## src/logic/eips_pkg.sv

```systemverilog
/*
 * Constants for the edge interrupt pulse shaper: register offsets, field
 * positions, reset values and timing counts.
 * Assumes a 25 MHz clock and a 32-bit APB register bus.
 */
package eips_pkg;

    localparam int ADDR_W = 12;

    // Byte addresses of the registers.
    localparam logic [11:0] OFF_TIMING = 12'h340;
    localparam logic [11:0] OFF_CTRL = 12'h350;
    localparam logic [11:0] OFF_STATUS = 12'h354;
    localparam logic [11:0] OFF_CLEAR = 12'h358;
    localparam logic [11:0] OFF_ENABLE = 12'h35c;

    // Field layout of the timing register.
    localparam int SPACE_LSB = 24;
    localparam int SPACE_W = 8;
    localparam int HOLD_LSB = 0;
    localparam int HOLD_W = 16;

    // Values after reset.
    localparam logic [15:0] HOLD_RESET = 16'h000f;
    localparam logic [7:0] SPACE_RESET = 8'h00;

    // Control register: bit 0 selects level mode.
    localparam int CTRL_LEVEL_BIT = 0;

    // Status bits: edge request seen, pulse issued, request held back.
    localparam int STS_W = 3;
    localparam int STS_SEEN = 0;
    localparam int STS_ISSUED = 1;
    localparam int STS_HELD = 2;

    // Microframe length and its least cycle count at the clock rate.
    localparam int CLK_PERIOD_NS = 40;
    localparam int UFRAME_NS = 125000;
    localparam int UFRAME_CYCLES = (UFRAME_NS + CLK_PERIOD_NS - 1) / CLK_PERIOD_NS;
    localparam int UF_CNT_W = 12;

endpackage

```

## src/logic/eips_shaper_if.sv

```systemverilog
/*
 * Interface between the register block and the pulse shaper.
 * Assumes both ends run on the same clock.
 */
`timescale 1ns/10ps
`default_nettype none

interface eips_shaper_if;
    logic [15:0] hold_cycles;
    logic [7:0] spacing;
    logic level_mode;
    logic req;
    logic line;
    logic pulse_start;
    logic edge_seen;
    logic held;

    modport ctrl (
        output hold_cycles, spacing, level_mode, req,
        input line, pulse_start, edge_seen, held
    );
    modport shaper (
        input hold_cycles, spacing, level_mode, req,
        output line, pulse_start, edge_seen, held
    );
endinterface

`default_nettype wire

```

## src/logic/eips_shaper.sv

```systemverilog
/*
 * Pulse shaper: turns rising edges of the request into pulses of a set
 * length, spaced by a minimum number of microframes, or passes the
 * request straight through in level mode.
 * Assumes the request comes from logic on the same clock.
 */
`timescale 1ns/10ps
`default_nettype none

module eips_shaper (
    // Clock and reset
    input wire logic ref_clk_in,
    input wire logic rst_n_in,
    // Link to the register block
    eips_shaper_if.shaper sh
);

    logic req_prev_q;
    logic pending_q;
    logic pending_d;
    logic [15:0] hold_q;
    logic [15:0] hold_d;
    logic [7:0] gap_q;
    logic [7:0] gap_d;
    logic [eips_pkg::UF_CNT_W-1:0] uf_cnt_q;
    logic line_q;
    logic start_q;
    logic seen_q;
    logic held_q;

    wire rise = sh.req & ~req_prev_q & ~sh.level_mode;
    wire busy = (hold_q != 16'h0000) | (gap_q != 8'h00);
    wire uf_tick = (uf_cnt_q == eips_pkg::UF_CNT_W'(eips_pkg::UFRAME_CYCLES - 1));
    // Zero spacing leaves only pulse end as gate.
    wire start = ~sh.level_mode & pending_q & ~busy;
    wire [15:0] hold_load = (sh.hold_cycles == 16'h0000) ? 16'h0001 : sh.hold_cycles;

    // Pending request is held until its pulse starts; level mode drops it.
    assign pending_d = ~sh.level_mode & (rise | (pending_q & ~start));

    assign hold_d = sh.level_mode ? 16'h0000 :
                    start ? hold_load :
                    (hold_q != 16'h0000) ? hold_q - 16'h0001 : 16'h0000;

    // Spacing counted in microframes from assertion.
    assign gap_d = sh.level_mode ? 8'h00 :
                   start ? sh.spacing :
                   (uf_tick && gap_q != 8'h00) ? gap_q - 8'h01 : gap_q;

    always_ff @(posedge ref_clk_in)
    begin
        if (!rst_n_in)
        begin
            req_prev_q <= 1'b0;
            pending_q <= 1'b0;
            hold_q <= 16'h0000;
            gap_q <= 8'h00;
            uf_cnt_q <= '0;
            line_q <= 1'b0;
            start_q <= 1'b0;
            seen_q <= 1'b0;
            held_q <= 1'b0;
        end
        else
        begin
            req_prev_q <= sh.req;
            pending_q <= pending_d;
            hold_q <= hold_d;
            gap_q <= gap_d;
            // The microframe divider restarts with each pulse so a full
            // microframe elapses before the first decrement.
            uf_cnt_q <= (start || uf_tick) ? '0 : uf_cnt_q + 1'b1;
            line_q <= sh.level_mode ? sh.req : (hold_d != 16'h0000);
            start_q <= start;
            seen_q <= rise;
            held_q <= rise & (pending_q | busy);
        end
    end

    assign sh.line = line_q;
    assign sh.pulse_start = start_q;
    assign sh.edge_seen = seen_q;
    assign sh.held = held_q;

endmodule

`default_nettype wire

```

## src/logic/eips_top.sv

```systemverilog
/*
 * Edge interrupt pulse shaper with its APB register block and a status
 * interrupt built from sticky event bits.
 * Registers, one 32-bit word each:
 *   0x340 timing: spacing in microframes [31:24], hold cycles [15:0].
 *   0x350 control: bit 0 selects level mode.
 *   0x354 status, read only: edge seen, pulse issued, request held back.
 *   0x358 clear, write only: ones clear the matching status bits.
 *   0x35c enable: status bits that may raise the status interrupt.
 * Unmapped addresses answer with an error and read as zero.
 * Assumes the interrupt request comes from logic on the same clock,
 * that APB runs on ref_clk_in and that software writes zeros to the
 * reserved bits of the timing register.
 */
// Functional notes
// - Edge pulses spaced by programmed microframes.
// - Spacing ignored in level mode.
// - Zero spacing issues pulses as soon as the previous pulse ends.
// - Edge pulse lasts programmed clock cycles, one cycle when zero.
// - Reset: hold fifteen, all else zero.
`timescale 1ns/10ps
`default_nettype none

module eips_top (
    // Clock and reset
    input wire logic ref_clk_in,
    input wire logic rst_n_in,
    // APB slave
    input wire logic psel_in,
    input wire logic penable_in,
    input wire logic pwrite_in,
    input wire logic [eips_pkg::ADDR_W-1:0] paddr_in,
    input wire logic [31:0] pwdata_in,
    output logic [31:0] prdata_out,
    output logic pready_out,
    output logic pslverr_out,
    // Interrupt request and shaped line
    input wire logic irq_req_in,
    output logic irq_line_out,
    // Status interrupt
    output logic sts_irq_out
);

    logic [15:0] hold_q;
    logic [7:0] space_q;
    logic level_q;
    logic [eips_pkg::STS_W-1:0] sts_q;
    logic [eips_pkg::STS_W-1:0] sts_d;
    logic [eips_pkg::STS_W-1:0] en_q;
    logic [31:0] rdata_q;
    logic ready_q;
    logic err_q;
    logic sts_irq_q;
    logic [15:0] hold_d;
    logic [7:0] space_d;
    logic level_d;
    logic [eips_pkg::STS_W-1:0] en_d;
    logic ready_d;
    logic err_d;
    logic [31:0] rdata_d;

    eips_shaper_if sif ();

    // Pulse shaping and spacing run in their own module.
    eips_shaper u_shaper (
        .ref_clk_in(ref_clk_in),
        .rst_n_in(rst_n_in),
        .sh(sif.shaper)
    );

    // Stored settings and the raw request feed the shaper.
    assign sif.hold_cycles = hold_q;
    assign sif.spacing = space_q;
    assign sif.level_mode = level_q;
    assign sif.req = irq_req_in;

    // Address decode.
    wire sel_timing = (paddr_in == eips_pkg::OFF_TIMING);
    wire sel_ctrl = (paddr_in == eips_pkg::OFF_CTRL);
    wire sel_status = (paddr_in == eips_pkg::OFF_STATUS);
    wire sel_clear = (paddr_in == eips_pkg::OFF_CLEAR);
    wire sel_enable = (paddr_in == eips_pkg::OFF_ENABLE);
    wire mapped = sel_timing | sel_ctrl | sel_status | sel_clear | sel_enable;

    // A setup cycle starts a transfer; a write lands when the slave answers.
    wire setup = psel_in & ~penable_in;
    wire wr = psel_in & penable_in & pwrite_in & ready_q;

    // Reserved bits of the timing register read as zero.
    wire [31:0] timing_word = {space_q, 8'h00, hold_q};
    wire [31:0] ctrl_word = {31'h00000000, level_q};
    wire [31:0] sts_word = {{(32 - eips_pkg::STS_W){1'b0}}, sts_q};
    wire [31:0] en_word = {{(32 - eips_pkg::STS_W){1'b0}}, en_q};

    logic [31:0] rmux;
    always_comb
    begin
        rmux = 32'h00000000;
        if (sel_timing)
            rmux = timing_word;
        else if (sel_ctrl)
            rmux = ctrl_word;
        else if (sel_status)
            rmux = sts_word;
        else if (sel_enable)
            rmux = en_word;
        // The clear register is write only and reads as zero.
        else if (sel_clear)
            rmux = 32'h00000000;
    end

    // Event bits; a new event wins over a clear in the same cycle.
    wire [eips_pkg::STS_W-1:0] sts_evt = {sif.held, sif.pulse_start, sif.edge_seen};
    wire [eips_pkg::STS_W-1:0] sts_clr =
        (wr && sel_clear) ? pwdata_in[eips_pkg::STS_W-1:0] : '0;
    assign sts_d = sts_evt | (sts_q & ~sts_clr);

    // APB answers in the first access cycle, so there is no wait state.
    assign ready_d = setup;
    assign err_d = setup & ~mapped;
    // Read data stands only in the access cycle and is zero otherwise.
    assign rdata_d = (setup && !pwrite_in) ? rmux : 32'h00000000;

    always_ff @(posedge ref_clk_in)
    begin
        if (!rst_n_in)
        begin
            ready_q <= 1'b0;
            err_q <= 1'b0;
            rdata_q <= 32'h00000000;
        end
        else
        begin
            ready_q <= ready_d;
            err_q <= err_d;
            rdata_q <= rdata_d;
        end
    end

    // Writes land at the access edge; unmapped writes change nothing.
    wire wr_timing = wr & sel_timing;
    wire wr_ctrl = wr & sel_ctrl;
    wire wr_enable = wr & sel_enable;

    assign space_d = wr_timing ?
                     pwdata_in[eips_pkg::SPACE_LSB +: eips_pkg::SPACE_W] : space_q;
    assign hold_d = wr_timing ?
                    pwdata_in[eips_pkg::HOLD_LSB +: eips_pkg::HOLD_W] : hold_q;
    // Control and enable words.
    assign level_d = wr_ctrl ? pwdata_in[eips_pkg::CTRL_LEVEL_BIT] : level_q;
    assign en_d = wr_enable ? pwdata_in[eips_pkg::STS_W-1:0] : en_q;

    // Reset values of the timing fields.
    always_ff @(posedge ref_clk_in)
    begin
        if (!rst_n_in)
        begin
            hold_q <= eips_pkg::HOLD_RESET;
            space_q <= eips_pkg::SPACE_RESET;
        end
        else
        begin
            hold_q <= hold_d;
            space_q <= space_d;
        end
    end

    // Level mode and the enables start cleared.
    always_ff @(posedge ref_clk_in)
    begin
        if (!rst_n_in)
        begin
            level_q <= 1'b0;
            en_q <= '0;
        end
        else
        begin
            level_q <= level_d;
            en_q <= en_d;
        end
    end

    // Status flags stay set until software clears them.
    always_ff @(posedge ref_clk_in)
    begin
        if (!rst_n_in)
        begin
            sts_q <= '0;
        end
        else
        begin
            sts_q <= sts_d;
        end
    end

    // The status interrupt uses the next enable, so a write to the enable
    // register takes effect in the same cycle as the stored bits.
    wire sts_irq_d = |(sts_d & en_d);
    always_ff @(posedge ref_clk_in)
    begin
        if (!rst_n_in)
        begin
            sts_irq_q <= 1'b0;
        end
        else
        begin
            sts_irq_q <= sts_irq_d;
        end
    end

    assign prdata_out = rdata_q;
    assign pready_out = ready_q;
    assign pslverr_out = err_q;
    // Shaped line straight from the shaper flop.
    assign irq_line_out = sif.line;
    assign sts_irq_out = sts_irq_q;

endmodule

`default_nettype wire

```

## config.mk

```make
export PLATFORM = sky130hd
export DESIGN_NAME = eips_top
export DESIGN_NICKNAME = d
export VERILOG_FILES = /design/src/logic/eips_pkg.sv /design/src/logic/eips_shaper_if.sv /design/src/logic/eips_shaper.sv /design/src/logic/eips_top.sv
export SDC_FILE = /design/constraint.sdc
export NUM_CORES = 1
export LEC_CHECK = 0
export ABC_AREA = 1
export BUFFER_PORTS_ARGS = -buffer_cell sky130_fd_sc_hd__buf_2
export CAP_MARGIN = 10
export CORE_MARGIN = 5
export CORE_UTILIZATION = 25
export CTS_CLUSTER_DIAMETER = 150
export CTS_CLUSTER_SIZE = 8
export DETAILED_ROUTE_END_ITERATION = 10
export SLEW_MARGIN = 20
export SYNTH_ARGS = -nofsm -noshare
export SYNTH_HDL_FRONTEND = slang
export SYNTH_SLANG_ARGS = --single-unit
```

## constraint.sdc

```tcl
create_clock -name ref_clk_in -period 2.23 [get_ports ref_clk_in]
set_clock_uncertainty 0.2 [all_clocks]
set_input_delay 0.5575 -clock ref_clk_in [delete_from_list [all_inputs] [get_ports ref_clk_in]]
set_output_delay 0.5575 -clock ref_clk_in [all_outputs]
set_load 0.02 [all_outputs]
```

==> results_dict.tcl, run 1 <==
set metrics [dict create \
    irDropWorstVdd_uv 427 \
    core_mm2 0.0181 \
    grt_pass1_wl_um 20100 \
    ys_types 43 \
    ys_seq_area_share_pct 43.0 \
    h-tree-depth 3 \
    grt_max_degree 31 \
    cts.sinks 100 \
    ys_ff_latch 100 \
    routedWlPerCell_um 12.3 \
    dp.final_hpwl_um 9300 \
    syn_to_final_growth_pct 25.5 \
    netlist_area_mm2 0.00465 \
    antenna_found_initial 0 \
    r2r_end "u_shaper.sh.line" \
    vias 4266 \
    top_layer_used "met4" \
    postRouteWirelength_um 12000 \
    layout_commonest_cell "nand2_1" \
    ys_warn_count 0 \
    grt.overflow.total 0 \
    fp-row-count 49 \
    crit_slowest_cell "dfxtp_1" \
    sw_frac_of_total_pct 36.4 \
    synth_edf_count 0 \
    crit_path_end_kind "flip-flop" \
    p_leak_nw 2.82 \
    hold_violations 0 \
    r2r_slack_ns 0.12 \
    finalMaxSlewViolations 0 \
    die-area_mm2 0.0214 \
    cp_max_fo 5 \
    cts-buffers-inserted 9 \
    whs_ns 0.209 \
    layout.nets 801 \
    syn_inst 644 \
    relSlewSlack_pct 54.3 \
    startpoint_type "flip-flop" \
    port_buffers 69 \
    clock_latency_ns 0.35 \
    place.gp.congestion 0.857 \
    diodes 0 \
    cts-root-buf "clkbuf_16" \
    clockPowerShare_pct 27.9 \
    max_stage_delay_ns 0.32 \
    drt_iter0_markers 196 \
    fmax_ghz 0.473 \
    grt_usage_pct 11.4 \
    critical_path_arrival_ns 2.15 \
    drtPass1Iterations 4 \
    synthFlopType "dfxtp_1" \
    seqPwrFrac_pct 35.0 \
    fill_cells 1975 \
    hold_buffers 0 \
    initial_core_util_pct 25.6 \
    status "completed" \
    grt_pass1_vias 4181 \
    crit_required_ns 2.26 \
    post-route-period-util_pct 94.8 \
    fp.dieH_um 146 \
    die_width_um 146 \
    drc 0 \
    holdPathStages 2 \
    drive_gt1_share_pct 22.2 \
    critPathKind "reg2reg" \
    internal-power_w 0.00373 \
    tns_ns 0 \
    met1_length_um 5610 \
    ios 86 \
    worst_pin_slew_ns 0.683 \
    finalSetupViolations 0 \
    cts_tree "done" \
    wl_met3_um 416 \
    switchingPower_w 0.00213 \
    final_cell_mix "nand2_1, dfxtp_1, nor2_1, inv_1, buf_2" \
    max_cap_viol_count 0 \
    rr_worst_depth 13 \
    crit_path_end "u_shaper.sh.line" \
    synth.avg_cell_area_um2 7.23 \
    min_period_ns 2.11 \
    crit_top_cell "nand3_1" \
    comb_power_share_pct 37.1 \
    postRouteAntennaNets 0 \
    worstSetupStartpoint "u_shaper.hold_q[1]" \
    vias_per_cell 4.35 \
    clockBufferDepth 2 \
    worstPathCellList "inv_1 -> ha_4 -> nand2_4 -> nor2_8 -> nand2_4 -> nor2_8 -> nand3_1 -> nand3_1 -> nand2_1 -> nor2_2 -> nand3_1 -> nor2_1 -> nor2_1" \
    met2_length_um 5750 \
    async_flop_share_pct 0 \
    path_clk_slew_ns 0.07 \
    hp-class "in2reg" \
    reg2reg_from "u_shaper.hold_q[1]" \
    p_per_area_mw_per_mm2 1000 \
]
## how the worst min path moves through the flow
stage / startpoint / end / slack, ns
detailed placement: hold_q[3] / hold_q[3] / 0.24
finish: penable_in / pready_out / 0.21
CTS: penable_in / pready_out / 0.20
floorplan: hold_q[3] / hold_q[3] / 0.23
global route: penable_in / pready_out / 0.20
global placement: hold_q[3] / hold_q[3] / 0.24
## final cells by class
class | instances | area (um^2) | share of cell area [%]
Clock buffer | 10 | 239 | 4.09
Sequential cell | 100 | 2000 | 34.3
Timing Repair Buffer | 109 | 662 | 11.3
Multi-Input combinational cell | 435 | 2230 | 38.2
Clock inverter | 6 | 71.3 | 1.22
Inverter | 91 | 344 | 5.89
Tap cell | 229 | 287 | 4.91
## worst max-delay path, delay by kind of cell (launching register included)
kind / cells / cell delay, ns
AND/OR/NAND/NOR: 11 / 1.21
flip-flops: 1 / 0.32
buffers and inverters: 1 / 0.09
adder cells (fa/ha/maj): 1 / 0.17
## flip-flops by register name, indices dropped and copies added, names as in the netlist, 3 cells and up
signal             count
sts_q                  3
sif.spacing            8
u_shaper.hold_q       16
u_shaper.uf_cnt_q     12
en_q                   3
hold_q                16
u_shaper.gap_q         8
prdata_out            24
## synth_stat cells, types with 6 or more instances
cell type | number | area share (%)
buf_4 | 8 | 1.3
a21oi_1 | 29 | 3.1
nor3_1 | 8 | 0.86
xor2_1 | 8 | 1.5
clkbuf_1 | 10 | 0.81
nand4_1 | 6 | 0.81
nand2_1 | 113 | 9.1
inv_1 | 88 | 7.1
nor2_1 | 101 | 8.1
nor2_2 | 7 | 0.94
dfxtp_1 | 100 | 43
nand3_1 | 62 | 6.7
o21ai_0 | 35 | 3.8
## through the flow
stage               total power, W  instance area [um^2]  worst slack, ns  utilization, %  std cells
floorplan                  0.00357                  4680            0.244               -        651
global placement           0.00413                  5460          -0.0293            30.1        962
detailed placement         0.00415                  5460          -0.0372            30.1        962
CTS                        0.00581                  5780           0.0361            31.8        978
global route               0.00626                  5840         -0.00950            32.2        980
finish                     0.00586                  5840            0.117            32.2        980
## routing by layer
layer	global-route usage, %	vias up
met5	0	-
met2	19.0	71
met4	4.52	0
met3	1.95	20
met1	14.6	1928
li1	-	2247
## power groups by stage
stage | registers, W | logic, W | clock network, W
after detailed placement | 0.00208 | 0.00207 | 0
after floorplan | 0.00205 | 0.00151 | 0
after global routing | 0.00207 | 0.00245 | 0.00175
after CTS | 0.00204 | 0.00209 | 0.00168
final | 0.00205 | 0.00217 | 0.00164
after global placement | 0.00208 | 0.00205 | 0
## timing repair
action,in CTS,in global routing
gates cloned,0,1
setup endpoints to repair,1,6
setup buffers,0,1
gates resized for setup,1,15
pin swaps,0,5
## cell families (layout without fill, tap and decap cells)
kind of cell	count (synthesis)	after routing	share of synthesized area (%)
and+or+nand+nor	323	324	32.2
buffers and inverters	117	216	10.6
DFF	100	100	43.0
AOI/OAI and AO/OA	86	86	10.5
xor gates and xnor gates	12	12	2.26
adders and majority gates	5	5	1.34
other	1	8	0.0806
(Power assumes the default switching activity.)
==> run 2: changes to the inputs <==
Settings changed: CORE_UTILIZATION 25 to 45, PLACE_DENSITY set to 0.67.
Clock period 2.23 ns to 2.5 ns, I/O delays scaled along.
==> run 2 against run 1 <==
  * Clock power decreased by 28%
  * Setup slack improved by 0.091 ns
  * Die area decreased by 42%
  * Final cell count decreased by 13%
  * Sequential power decreased by 11%
  * Worst hold slack improved by 0.051 ns
  * Sequential share of layout area increased by 2.8 points
  * Flip-flop and latch count unchanged
  * Via count decreased by 0.68%
  * Power decreased by 20%
  * Largest cell class unchanged
  * Largest power group is now registers
  * Highest routed layer unchanged
==> results_dict.tcl, run 2 (synthesis gave the netlist of run 1 again) <==
set metrics [dict create \
    hp-class "in2reg" \
    die_width_um 112 \
    final_cell_mix "nand2_1, nor2_1, dfxtp_1, inv_1, buf_2" \
    hold_violations 0 \
    critical_path_arrival_ns 2.37 \
    p_per_area_mw_per_mm2 872 \
    tns_ns 0 \
    status "completed" \
    h-tree-depth 3 \
    crit_path_end_kind "flip-flop" \
    reg2reg_from "u_shaper.hold_q[0]" \
    worst_pin_slew_ns 0.557 \
    whs_ns 0.260 \
    cts-root-buf "clkbuf_8" \
    diodes 0 \
    grt_max_degree 48 \
    port_buffers 69 \
    initial_core_util_pct 45.7 \
    cts-buffers-inserted 9 \
    grt_pass1_wl_um 18500 \
    cts.sinks 100 \
    grt.overflow.total 0 \
    drt_iter0_markers 177 \
    critPathKind "reg2reg" \
    postRouteWirelength_um 11100 \
    syn_to_final_growth_pct 15.9 \
    p_leak_nw 2.65 \
    grt_usage_pct 17.9 \
    die-area_mm2 0.0125 \
    rr_worst_depth 13 \
    grt_pass1_vias 4066 \
    min_period_ns 2.29 \
    core_mm2 0.0102 \
    post-route-period-util_pct 91.7 \
    drtPass1Iterations 5 \
    hold_buffers 0 \
    cts_tree "done" \
    vias 4237 \
    fp.dieH_um 112 \
    irDropWorstVdd_uv 339 \
    antenna_found_initial 0 \
    ios 86 \
    place.gp.congestion 0.903 \
    routedWlPerCell_um 12.9 \
    vias_per_cell 4.94 \
    drc 0 \
    crit_path_end "u_shaper.sh.line" \
    max_cap_viol_count 0 \
    worstSetupStartpoint "u_shaper.hold_q[0]" \
    relSlewSlack_pct 62.6 \
    cp_max_fo 9 \
    startpoint_type "flip-flop" \
    path_clk_slew_ns 0.10 \
    p_total_w 0.00470 \
    r2r_slack_ns 0.21 \
    postRouteAntennaNets 0 \
    dp.final_hpwl_um 8440 \
    drive_gt1_share_pct 17.8 \
    layout.nets 771 \
    clockBufferDepth 2 \
    finalSetupViolations 0 \
    fp-row-count 37 \
    crit_required_ns 2.58 \
    min_from "penable_in" \
    layout_commonest_cell "nand2_1" \
    fmax_ghz 0.436 \
    largest_register_ffs 24 \
    r2r_end "u_shaper.sh.line" \
    clock_latency_ns 0.39 \
    rsz0062_at_grt "no" \
    finalMaxSlewViolations 0 \
]
## run 2: changes by cell type in the layout (fill, tap and decap cells not counted), moves of 3 or more
| cell | change |
|---|---|
| buf_4 | -29 |
| clkbuf_16 | -9 |
| clkbuf_8 | +8 |
| nor2_1 | +5 |
| nor2_2 | -3 |
| nor2_4 | -3 |
## run 2: metal layers
layer	wire [um]	GRT usage [%]
met5	0	0
met1	5110	22.7
met4	223	7.79
met3	469	3.21
met2	5270	29.8
## run 2: worst min-delay path by stage
stage,to,slack (ns),depth (start not counted)
final,pready_out,0.26,2
after global routing,pready_out,0.25,2
after CTS,pready_out,0.24,2
after detailed placement,prdata_out[27],0.25,2
after global placement,hold_q[3],0.24,2
after floorplan,hold_q[3],0.23,2
## run 2: final cells by class
class / count / area, um^2
inverters: 91 / 342
repair buffers: 80 / 453
clock inverters: 7 / 110
flip-flops and latches: 100 / 2000
multi-input cells: 434 / 2190
well taps: 136 / 170
clock buffers: 9 / 124
fillers: 1027 / 4790
## run 2: what timing repair did
action	in CTS	in global routing
setup buffers	0	0
resized for setup	0	2
setup endpoints to repair	0	15
## run 2: worst max-delay path: stages, from the launching register on
cell and delay (ns):
dfxtp_1 0.33, inv_1 0.10, ha_2 0.27, nand2_4 0.10, nor2_8 0.14, nand2_4 0.11, nor2_8 0.17, nand3_1 0.10
nand3_1 0.14, nand2_1 0.08, nor2_1 0.13, nand3_1 0.11, nor2_1 0.15, nor2_1 0.06
## run 2: through the flow
step / cells / utilization (%) / instance area, um^2 / worst slack [ns]
finish: 857 / 52.9 / 5390 / 0.208
detailed placement: 841 / 50.6 / 5150 / 0.103
global route: 857 / 52.9 / 5390 / 0.0421
CTS: 857 / 52.9 / 5380 / 0.116
global placement: 841 / 50.6 / 5150 / 0.166
floorplan: 651 / - / 4680 / 0.446
## run 2: power breakdown
group          total, W  switching (W)  internal [W]
clock network   0.00118       0.000605      0.000579
registers       0.00182       0.000107       0.00171
logic           0.00170        0.00108      0.000612
